===== src/verilog/io_line_pkg.sv =====
// Package with register map, reset values and carriers of the line block.
package io_line_pkg;

   // ***************************************************************
   // Widths
   // ***************************************************************
   localparam int LINE_W = 32;
   localparam int ADDR_W = 8;
   localparam int DATA_W = 32;

   // ***************************************************************
   // Register byte offsets
   // ***************************************************************
   localparam logic [7:0] OUT_DATA_OFS = 8'h38;
   localparam logic [7:0] LINE_LEVEL_OFS = 8'h3c;
   localparam logic [7:0] IRQ_ENABLE_OFS = 8'h40;
   localparam logic [7:0] IRQ_DISABLE_OFS = 8'h44;
   localparam logic [7:0] IRQ_MASK_OFS = 8'h48;
   localparam logic [7:0] IRQ_STATUS_OFS = 8'h4c;
   localparam logic [7:0] OPEN_DRAIN_ENABLE_OFS = 8'h50;
   localparam logic [7:0] OPEN_DRAIN_DISABLE_OFS = 8'h54;
   localparam logic [7:0] OPEN_DRAIN_STATE_OFS = 8'h58;
   localparam logic [7:0] PULLUP_DISABLE_OFS = 8'h60;
   localparam logic [7:0] PULLUP_ENABLE_OFS = 8'h64;
   localparam logic [7:0] PULLUP_STATE_OFS = 8'h68;
   localparam logic [7:0] PERIPH_A_SELECT_OFS = 8'h70;
   localparam logic [7:0] PERIPH_B_SELECT_OFS = 8'h74;
   localparam logic [7:0] PERIPH_SELECT_STATE_OFS = 8'h78;
   localparam logic [7:0] OUT_WRITE_ENABLE_OFS = 8'ha0;
   localparam logic [7:0] OUT_WRITE_DISABLE_OFS = 8'ha4;
   localparam logic [7:0] OUT_WRITE_STATE_OFS = 8'ha8;

   // ***************************************************************
   // Per-line state banks and reset values
   // ***************************************************************
   localparam int BANK_IRQ = 0;
   localparam int BANK_OPEN_DRAIN = 1;
   localparam int BANK_PULLUP_OFF = 2;
   localparam int BANK_PERIPH_B = 3;
   localparam int BANK_OUT_WRITE = 4;
   localparam int NUM_BANKS = 5;
   localparam logic [31:0] BANK_RESET = 32'h0000_0000;
   localparam logic [31:0] OUT_DATA_RESET = 32'h0000_0000;
   localparam logic [31:0] ZERO_WORD = 32'h0000_0000;
   localparam logic [31:0] ONES_WORD = 32'hffff_ffff;

   // ***************************************************************
   // Carriers and state records
   // ***************************************************************
   typedef struct packed {
      logic [ADDR_W-1:0] addr;
      logic [DATA_W-1:0] wdata;
      logic wr;
      logic rd;
   } bus_req_type;

   typedef struct packed {
      logic [LINE_W-1:0] set;
      logic [LINE_W-1:0] clr;
   } bank_cmd_type;

   typedef struct packed {
      logic [LINE_W-1:0] bits;
   } bank_state_type;

   typedef struct packed {
      logic [LINE_W-1:0] prev;
      logic primed;
      logic [LINE_W-1:0] change;
   } change_state_type;

   typedef struct packed {
      logic [LINE_W-1:0] out_data;
      logic [LINE_W-1:0] status;
      logic [DATA_W-1:0] rdata;
      logic irq;
      logic [LINE_W-1:0] pad_out;
      logic [LINE_W-1:0] pad_oe;
      logic [LINE_W-1:0] pullup_en;
      logic [LINE_W-1:0] periph_b;
   } top_state_type;

endpackage


===== src/verilog/io_line_controller_regs.sv =====
// Register block and pad control of the 32-line parallel I/O controller.
`timescale 1ns/10ps
module io_line_controller_regs
   import io_line_pkg::*;
(
   // Clock and reset
   input wire logic core_clk_i,
   input wire logic sys_rst_i,
   // Register port
   input wire logic [ADDR_W-1:0] addr_i,
   input wire logic [DATA_W-1:0] wdata_i,
   input wire logic wr_i,
   input wire logic rd_i,
   output logic [DATA_W-1:0] rdata_o,
   // Pads
   input wire logic [LINE_W-1:0] line_bits_i,
   output logic [LINE_W-1:0] line_bits_o,
   output logic [LINE_W-1:0] line_bits_oe_o,
   output logic [LINE_W-1:0] pullup_en_o,
   // Peripheral multiplexer and interrupt
   output logic [LINE_W-1:0] periph_b_sel_o,
   output logic irq_o
);

   // ***************************************************************
   // Decoding
   // ***************************************************************
   function automatic logic hit(input logic strobe,
                                input logic [ADDR_W-1:0] addr,
                                input logic [ADDR_W-1:0] ofs);
      hit = strobe && (addr == ofs);
   endfunction

   function automatic logic [LINE_W-1:0] word_if(input logic sel,
                                                 input logic [DATA_W-1:0] w);
      word_if = sel ? w : ZERO_WORD;
   endfunction

   bus_req_type req;
   top_state_type state;
   top_state_type next_state;
   bank_cmd_type bank_cmd [NUM_BANKS];
   logic [LINE_W-1:0] bank_bits [NUM_BANKS];
   logic [LINE_W-1:0] line_change;
   logic [LINE_W-1:0] irq_mask;
   logic [LINE_W-1:0] open_drain;
   logic [LINE_W-1:0] pullup_off;
   logic [LINE_W-1:0] periph_b;
   logic [LINE_W-1:0] out_write;

   assign req = '{addr: addr_i, wdata: wdata_i, wr: wr_i, rd: rd_i};
   assign irq_mask = bank_bits[BANK_IRQ];
   assign open_drain = bank_bits[BANK_OPEN_DRAIN];
   assign pullup_off = bank_bits[BANK_PULLUP_OFF];
   assign periph_b = bank_bits[BANK_PERIPH_B];
   assign out_write = bank_bits[BANK_OUT_WRITE];

   // ***************************************************************
   // Set and clear commands for the per-line banks
   // ***************************************************************
   always_comb begin
      bank_cmd[BANK_IRQ].set =
         word_if(hit(req.wr, req.addr, IRQ_ENABLE_OFS), req.wdata);
      bank_cmd[BANK_IRQ].clr =
         word_if(hit(req.wr, req.addr, IRQ_DISABLE_OFS), req.wdata);
      bank_cmd[BANK_OPEN_DRAIN].set =
         word_if(hit(req.wr, req.addr, OPEN_DRAIN_ENABLE_OFS),
                 req.wdata);
      bank_cmd[BANK_OPEN_DRAIN].clr =
         word_if(hit(req.wr, req.addr, OPEN_DRAIN_DISABLE_OFS),
                 req.wdata);
      // The pull-up bank stores the disabled sense, so reset leaves
      // every pull-up switched on.
      bank_cmd[BANK_PULLUP_OFF].set =
         word_if(hit(req.wr, req.addr, PULLUP_DISABLE_OFS), req.wdata);
      bank_cmd[BANK_PULLUP_OFF].clr =
         word_if(hit(req.wr, req.addr, PULLUP_ENABLE_OFS), req.wdata);
      bank_cmd[BANK_PERIPH_B].set =
         word_if(hit(req.wr, req.addr, PERIPH_B_SELECT_OFS),
                 req.wdata);
      bank_cmd[BANK_PERIPH_B].clr =
         word_if(hit(req.wr, req.addr, PERIPH_A_SELECT_OFS),
                 req.wdata);
      bank_cmd[BANK_OUT_WRITE].set =
         word_if(hit(req.wr, req.addr, OUT_WRITE_ENABLE_OFS),
                 req.wdata);
      bank_cmd[BANK_OUT_WRITE].clr =
         word_if(hit(req.wr, req.addr, OUT_WRITE_DISABLE_OFS),
                 req.wdata);
   end

   // ***************************************************************
   // Bank instances
   // ***************************************************************
   generate
      for (genvar b = 0; b < NUM_BANKS; b++) begin : g_bank
         line_bit_bank u_bank (
            .core_clk_i(core_clk_i),
            .sys_rst_i(sys_rst_i),
            .cmd_i(bank_cmd[b]),
            .bits_o(bank_bits[b])
         );
      end
   endgenerate

   // ***************************************************************
   // Input change detection
   // ***************************************************************
   line_change_detect u_change (
      .core_clk_i(core_clk_i),
      .sys_rst_i(sys_rst_i),
      .line_i(line_bits_i),
      .change_o(line_change)
   );

   // ***************************************************************
   // Next state
   // ***************************************************************
   always_comb begin
      logic status_clr;
      logic data_wr;
      status_clr = 1'b0;
      data_wr = 1'b0;
      next_state = state;

      // Output data only moves on lines that are open for writing.
      data_wr = hit(req.wr, req.addr, OUT_DATA_OFS);
      if (data_wr) begin
         next_state.out_data = (state.out_data & ~out_write) |
                               (req.wdata & out_write);
      end

      // Clear on read, but a change in the same cycle survives so no
      // event is lost between the read and the next one.
      status_clr = hit(req.rd, req.addr, IRQ_STATUS_OFS);
      next_state.status = (status_clr ? ZERO_WORD : state.status) |
                          line_change;

      // Read data stand for one cycle only and are zero otherwise.
      next_state.rdata = ZERO_WORD;
      if (req.rd) begin
         case (req.addr)
            OUT_DATA_OFS: begin
               next_state.rdata = state.out_data;
            end
            LINE_LEVEL_OFS: begin
               next_state.rdata = line_bits_i;
            end
            IRQ_MASK_OFS: begin
               next_state.rdata = irq_mask;
            end
            IRQ_STATUS_OFS: begin
               next_state.rdata = state.status;
            end
            OPEN_DRAIN_STATE_OFS: begin
               next_state.rdata = open_drain;
            end
            PULLUP_STATE_OFS: begin
               next_state.rdata = pullup_off;
            end
            PERIPH_SELECT_STATE_OFS: begin
               next_state.rdata = periph_b;
            end
            OUT_WRITE_STATE_OFS: begin
               next_state.rdata = out_write;
            end
            default: begin
               next_state.rdata = ZERO_WORD;
            end
         endcase
      end

      // The interrupt follows the mask two cycles after a mask write.
      next_state.irq = |(next_state.status & irq_mask);

      // Pad drivers.
      next_state.pad_out = next_state.out_data;
      for (int i = 0; i < LINE_W; i++) begin
         if (open_drain[i]) begin
            // Only a low is driven; a high releases the pin.
            next_state.pad_oe[i] = ~next_state.out_data[i];
         end else begin
            next_state.pad_oe[i] = 1'b1;
         end
      end
      next_state.pullup_en = ~pullup_off;
      next_state.periph_b = periph_b;
   end

   // ***************************************************************
   // State register
   // ***************************************************************
   always_ff @(posedge core_clk_i) begin
      if (sys_rst_i) begin
         state <= '{out_data: OUT_DATA_RESET,
                    status: ZERO_WORD,
                    rdata: ZERO_WORD,
                    irq: 1'b0,
                    pad_out: OUT_DATA_RESET,
                    pad_oe: ONES_WORD,
                    pullup_en: ONES_WORD,
                    periph_b: ZERO_WORD};
      end else begin
         state <= next_state;
      end
   end

   // ***************************************************************
   // Outputs
   // ***************************************************************
   assign rdata_o = state.rdata;
   assign line_bits_o = state.pad_out;
   assign line_bits_oe_o = state.pad_oe;
   assign pullup_en_o = state.pullup_en;
   assign periph_b_sel_o = state.periph_b;
   assign irq_o = state.irq;

endmodule


===== src/verilog/line_bit_bank.sv =====
// Per-line state bits that are set and cleared by separate write strobes.
`timescale 1ns/10ps
module line_bit_bank
   import io_line_pkg::*;
(
   // Clock and reset
   input wire logic core_clk_i,
   input wire logic sys_rst_i,
   // Commands
   input wire bank_cmd_type cmd_i,
   // State
   output logic [LINE_W-1:0] bits_o
);

   bank_state_type state;
   bank_state_type next_state;

   // ***************************************************************
   // Update
   // ***************************************************************
   // Set and clear come from different addresses, so they never meet.
   always_comb begin
      next_state = state;
      next_state.bits = (state.bits | cmd_i.set) & ~cmd_i.clr;
   end

   always_ff @(posedge core_clk_i) begin
      if (sys_rst_i) begin
         state <= '{bits: BANK_RESET};
      end else begin
         state <= next_state;
      end
   end

   assign bits_o = state.bits;

endmodule


===== src/verilog/line_change_detect.sv =====
// Input change detector over all lines.
`timescale 1ns/10ps
module line_change_detect
   import io_line_pkg::*;
(
   // Clock and reset
   input wire logic core_clk_i,
   input wire logic sys_rst_i,
   // Lines
   input wire logic [LINE_W-1:0] line_i,
   output logic [LINE_W-1:0] change_o
);

   change_state_type state;
   change_state_type next_state;

   // ***************************************************************
   // Detection
   // ***************************************************************
   // The first sample after reset only primes the history, so the
   // pad levels found at reset are not reported as changes.
   always_comb begin
      next_state = state;
      next_state.prev = line_i;
      next_state.primed = 1'b1;
      for (int i = 0; i < LINE_W; i++) begin
         next_state.change[i] = state.primed & (line_i[i] ^ state.prev[i]);
      end
   end

   always_ff @(posedge core_clk_i) begin
      if (sys_rst_i) begin
         state <= '0;
      end else begin
         state <= next_state;
      end
   end

   assign change_o = state.change;

endmodule


===== config.mk =====
export PLATFORM = sky130hd
export DESIGN_NAME = io_line_controller_regs
export DESIGN_NICKNAME = d
export VERILOG_FILES = /design/src/verilog/io_line_pkg.sv /design/src/verilog/io_line_controller_regs.sv /design/src/verilog/line_bit_bank.sv /design/src/verilog/line_change_detect.sv
export SDC_FILE = /design/constraint.sdc
export NUM_CORES = 1
export LEC_CHECK = 0
export BUFFER_PORTS_ARGS = -buffer_cell sky130_fd_sc_hd__buf_2
export CAP_MARGIN = 40
export CORE_MARGIN = 2
export CORE_UTILIZATION = 57
export CTS_CLUSTER_SIZE = 20
export DETAILED_ROUTE_END_ITERATION = 12
export HOLD_SLACK_MARGIN = 0.1
export PLACE_DENSITY_LB_ADDON = 0.2
export SYNTH_ARGS = -nofsm -noshare
export SYNTH_HDL_FRONTEND = slang
export SYNTH_SLANG_ARGS = --single-unit

===== constraint.sdc =====
create_clock -name core_clk_i -period 2.51 [get_ports core_clk_i]
set_input_delay 0.502 -clock core_clk_i [delete_from_list [all_inputs] [get_ports core_clk_i]]
set_output_delay 0.502 -clock core_clk_i [all_outputs]
set_load 0.02 [all_outputs]

==> results by group <==
Run status
  • Outcome: finished clean

Layout
  • FILL cells: 2,347
  • Final Non-Filler Cells: 2,128
  • Inserted Diodes: 0
  • Final nets: 1,794
  • Layout cell share with drive strength beyond 1: 0.236
  • Area growth from synthesis to final layout: 11.3%
  • Final cell area excluding filler cells: 17,900 um^2

Yosys
  • Synth top area share: 0.522
  • Count of different cell masters after synthesis: 45
  • Syn_nets: 1,751
  • Syn_area_per_cell: 9.58 um^2
  • Most frequent cell after synthesis: dfxtp_1
  • Fraction of registers with async set/reset: 0
  • Number of synthesized register bits: 418
  • EDFF count, synth: 0
  • Synthesized instance count: 1,675
  • Top post-synthesis cells by count: 418 x dfxtp_1, 193 x a21oi_1, 163 x buf_4
  • Ys flop type: dfxtp_1
  • Synth area leaders: dfxtp_1 52%, buf_4 7.6%, a211oi_1 7.5%
  • Netlist Area Pre-Place: 16,000 um^2
  • Syn. warnings: 0
  • Largest area contributor in the netlist: dfxtp_1
  • Sequential share of the synthesized area: 0.522

Floorplan
  • FP Rows: 61
  • Die Width: 172 um
  • Initial Utilization: 0.577
  • Ports: 237
  • Full die area: 29,500 um^2
  • Core area: 27,800 um^2
  • Chip Height: 172 um

Timing
  • Final Hold Fails: 0
  • Worst-margin pin slew: 0.753 ns
  • Slew headroom: 0.498
  • Fmax: 491 MHz
  • Setup TNS Final: 0 ns
  • RSZ-0062 raised after global routing: false
  • Final Max Slew Viols: 0
  • Worst Skew: 0.0196 ns
  • Tcrit/Tclk final: 0.812
  • Final Critical Period: 2.04 ns
  • Final setup viols: 0

Critical path
  • Crit path kind: input pin to flip-flop
  • Setup crit end kind: flip-flop
  • CP top delay family: simple AND/OR/NAND/NOR gates
  • Largest stage delay, worst path: 0.58 ns
  • Buf/Inv on CP: 3
  • CP max stage cell: or4b_1
  • Required time of the critical path: 2.94 ns
  • Critical path, cell by cell: buf_2, or4b_1, buf_4, nor2_2, o211ai_1, buf_4, a41oi_1
  • CP max FO: 12
  • Crit path launch type: input pin
  • Most common cell on crit path: buf_4
  • Critical Path AT: 2.47 ns

Power and ir drop
  • Pwr per Cell Area: 751 nW/um^2
  • Maximum VDD drop: 0.445 mV
  • Switching Fraction: 0.220
  • Pwr Total: 13,400 uW
  • Clk network pwr share: 0.457
  • Switching power: 2950 uW
  • Total internal power: 10,500 uW
  • Reg power frac: 0.507
  • Comb power frac: 0.036
  • Leakage: 0.00616 uW

Placed design
  • Dpl cell area: 16,500 um^2
  • Routability cong.: 0.955
  • Number of port buffers: 236
  • HPWL after DPL: 30,500 um
  • DP Cell Count: 2,053

Drt
  • First-pass DRT Iterations: 6
  • DRC viols: 0
  • Initial DRC Count: 1,321
  • Via count: 12.8k
  • Routed Antenna Nets: 0
  • DRT Wirelength: 45,900 um
  • Drt via density: 6.01
  • Drt wl/cell: 21.6 um

Clock tree
  • CTS root buf: clkbuf_16
  • Longest Clk Path Bufs: 3
  • Worst-path clk slew: 0.06 ns
  • Worst-Skew Late Latency: 0.54 ns
  • CTS Hold Bufs: 0
  • Setup Buffers After CTS: 0
  • CTS resizes: 0
  • CTS tree: yes
  • Clock buffers created by TritonCTS: 41
  • H-tree Lvls: 2
  • Clk sinks: 418

Job
  • Max-cap violation count: 0

GRT
  • First-pass GRT wire length: 68,700 um
  • Largest net degree at the start of global routing: 146
  • Vias in the first global route: 11.9k
  • GRT Residual Overflow: 0
  • Total track usage: 0.303
  • Initial antenna violation count: 1

Worst hold path
  • Min-delay worst type: input pin to flip-flop
==> cells in the final DEF, fill, tap and decap left out, types with 25 or more instances in the layout <==
cell type and instances:
dfxtp_1 418, buf_2 235, a21oi_1 193, a211oi_1 160, nand2_1 132, a22oi_1 126
nor2_1 68, nor2b_1 66, buf_4 55, clkbuf_16 43, nand3_1 39, xnor2_1 32
a21oi_2 32, a41oi_1 25
==> power groups by stage <==
stage / Clock, uW / Sequential (uW) / Combinational, uW
after detailed placement: 0 / 6950 / 470
after global routing: 6440 / 6800 / 522
after floorplan: 0 / 6910 / 294
final: 6120 / 6800 / 486
after global placement: 0 / 6950 / 466
after CTS: 6170 / 6800 / 475
==> per-layer routing <==
layer  vias up  global-route usage  wire length [um]
li1       5930                   -                 -
met1      5993               0.425             19300
met2       743               0.471             20500
met3       112              0.0538              4510
met4         2               0.106              1500
met5         -                   0                12
==> worst reg2reg max path, stage by stage, from the launching register on <==
cell and delay, ns:
dfxtp_1 0.38, a22o_1 0.22, a221oi_1 0.24, nand3_1 0.11, a2111oi_0 0.38, and4_1 0.24, a41oi_1 0.12
==> state kept, by name, indices dropped and copies added (netlist names), 32 cells and up <==
register	cells
rdata_o	32
pullup_en_o	32
u_change.state	33
g_bank.u_bank.bits_o	160
line_bits_oe_o	32
state	32
periph_b_sel_o	32
u_change.change_o	32
line_bits_o	32
==> metrics by stage <==
step	hold slack, ns	utilization	setup slack [ns]
after floorplan	0.370	-	0.437
after global placement	0.379	0.594	0.00398
after detailed placement	0.380	0.594	-0.0116
after CTS	0.223	0.643	0.527
after global routing	0.221	0.643	0.430
final	0.237	0.643	0.471
==> cell type report <==
type	instances	area (um^2)	area share
flip-flops and latches	418	8370	0.469
multi-input cells	948	5850	0.328
repair buffers	300	1780	0.0999
clock buffers	65	1230	0.0688
well taps	378	473	0.0265
clock inverters	10	118	0.00659
inverters	9	33.8	0.00189
==> kinds of logic (layout without fill, tap and decap cells) <==
group           count (synthesis)  in the layout  synth area share
compound gates                580            580             0.247
simple gates                  336            336            0.0985
flops                         418            418             0.522
buf+inv                       309            384             0.116
xor+xnor                       32             32            0.0175
==> worst paths after layout <==
path                                             startpoint                  to  slack [ns]  cells after the start
worst min register to register  g_bank[1].u_bank.bits_o[31]  line_bits_oe_o[31]        0.40                      1
worst min-delay path                        line_bits_i[18]  u_change.state[51]        0.24                      2
worst max-delay path                              addr_i[2]         rdata_o[25]        0.47                      7
worst max register to register   g_bank[0].u_bank.bits_o[5]               irq_o        0.66                      6
No activity file was read; power rests on OpenSTA's default activity.
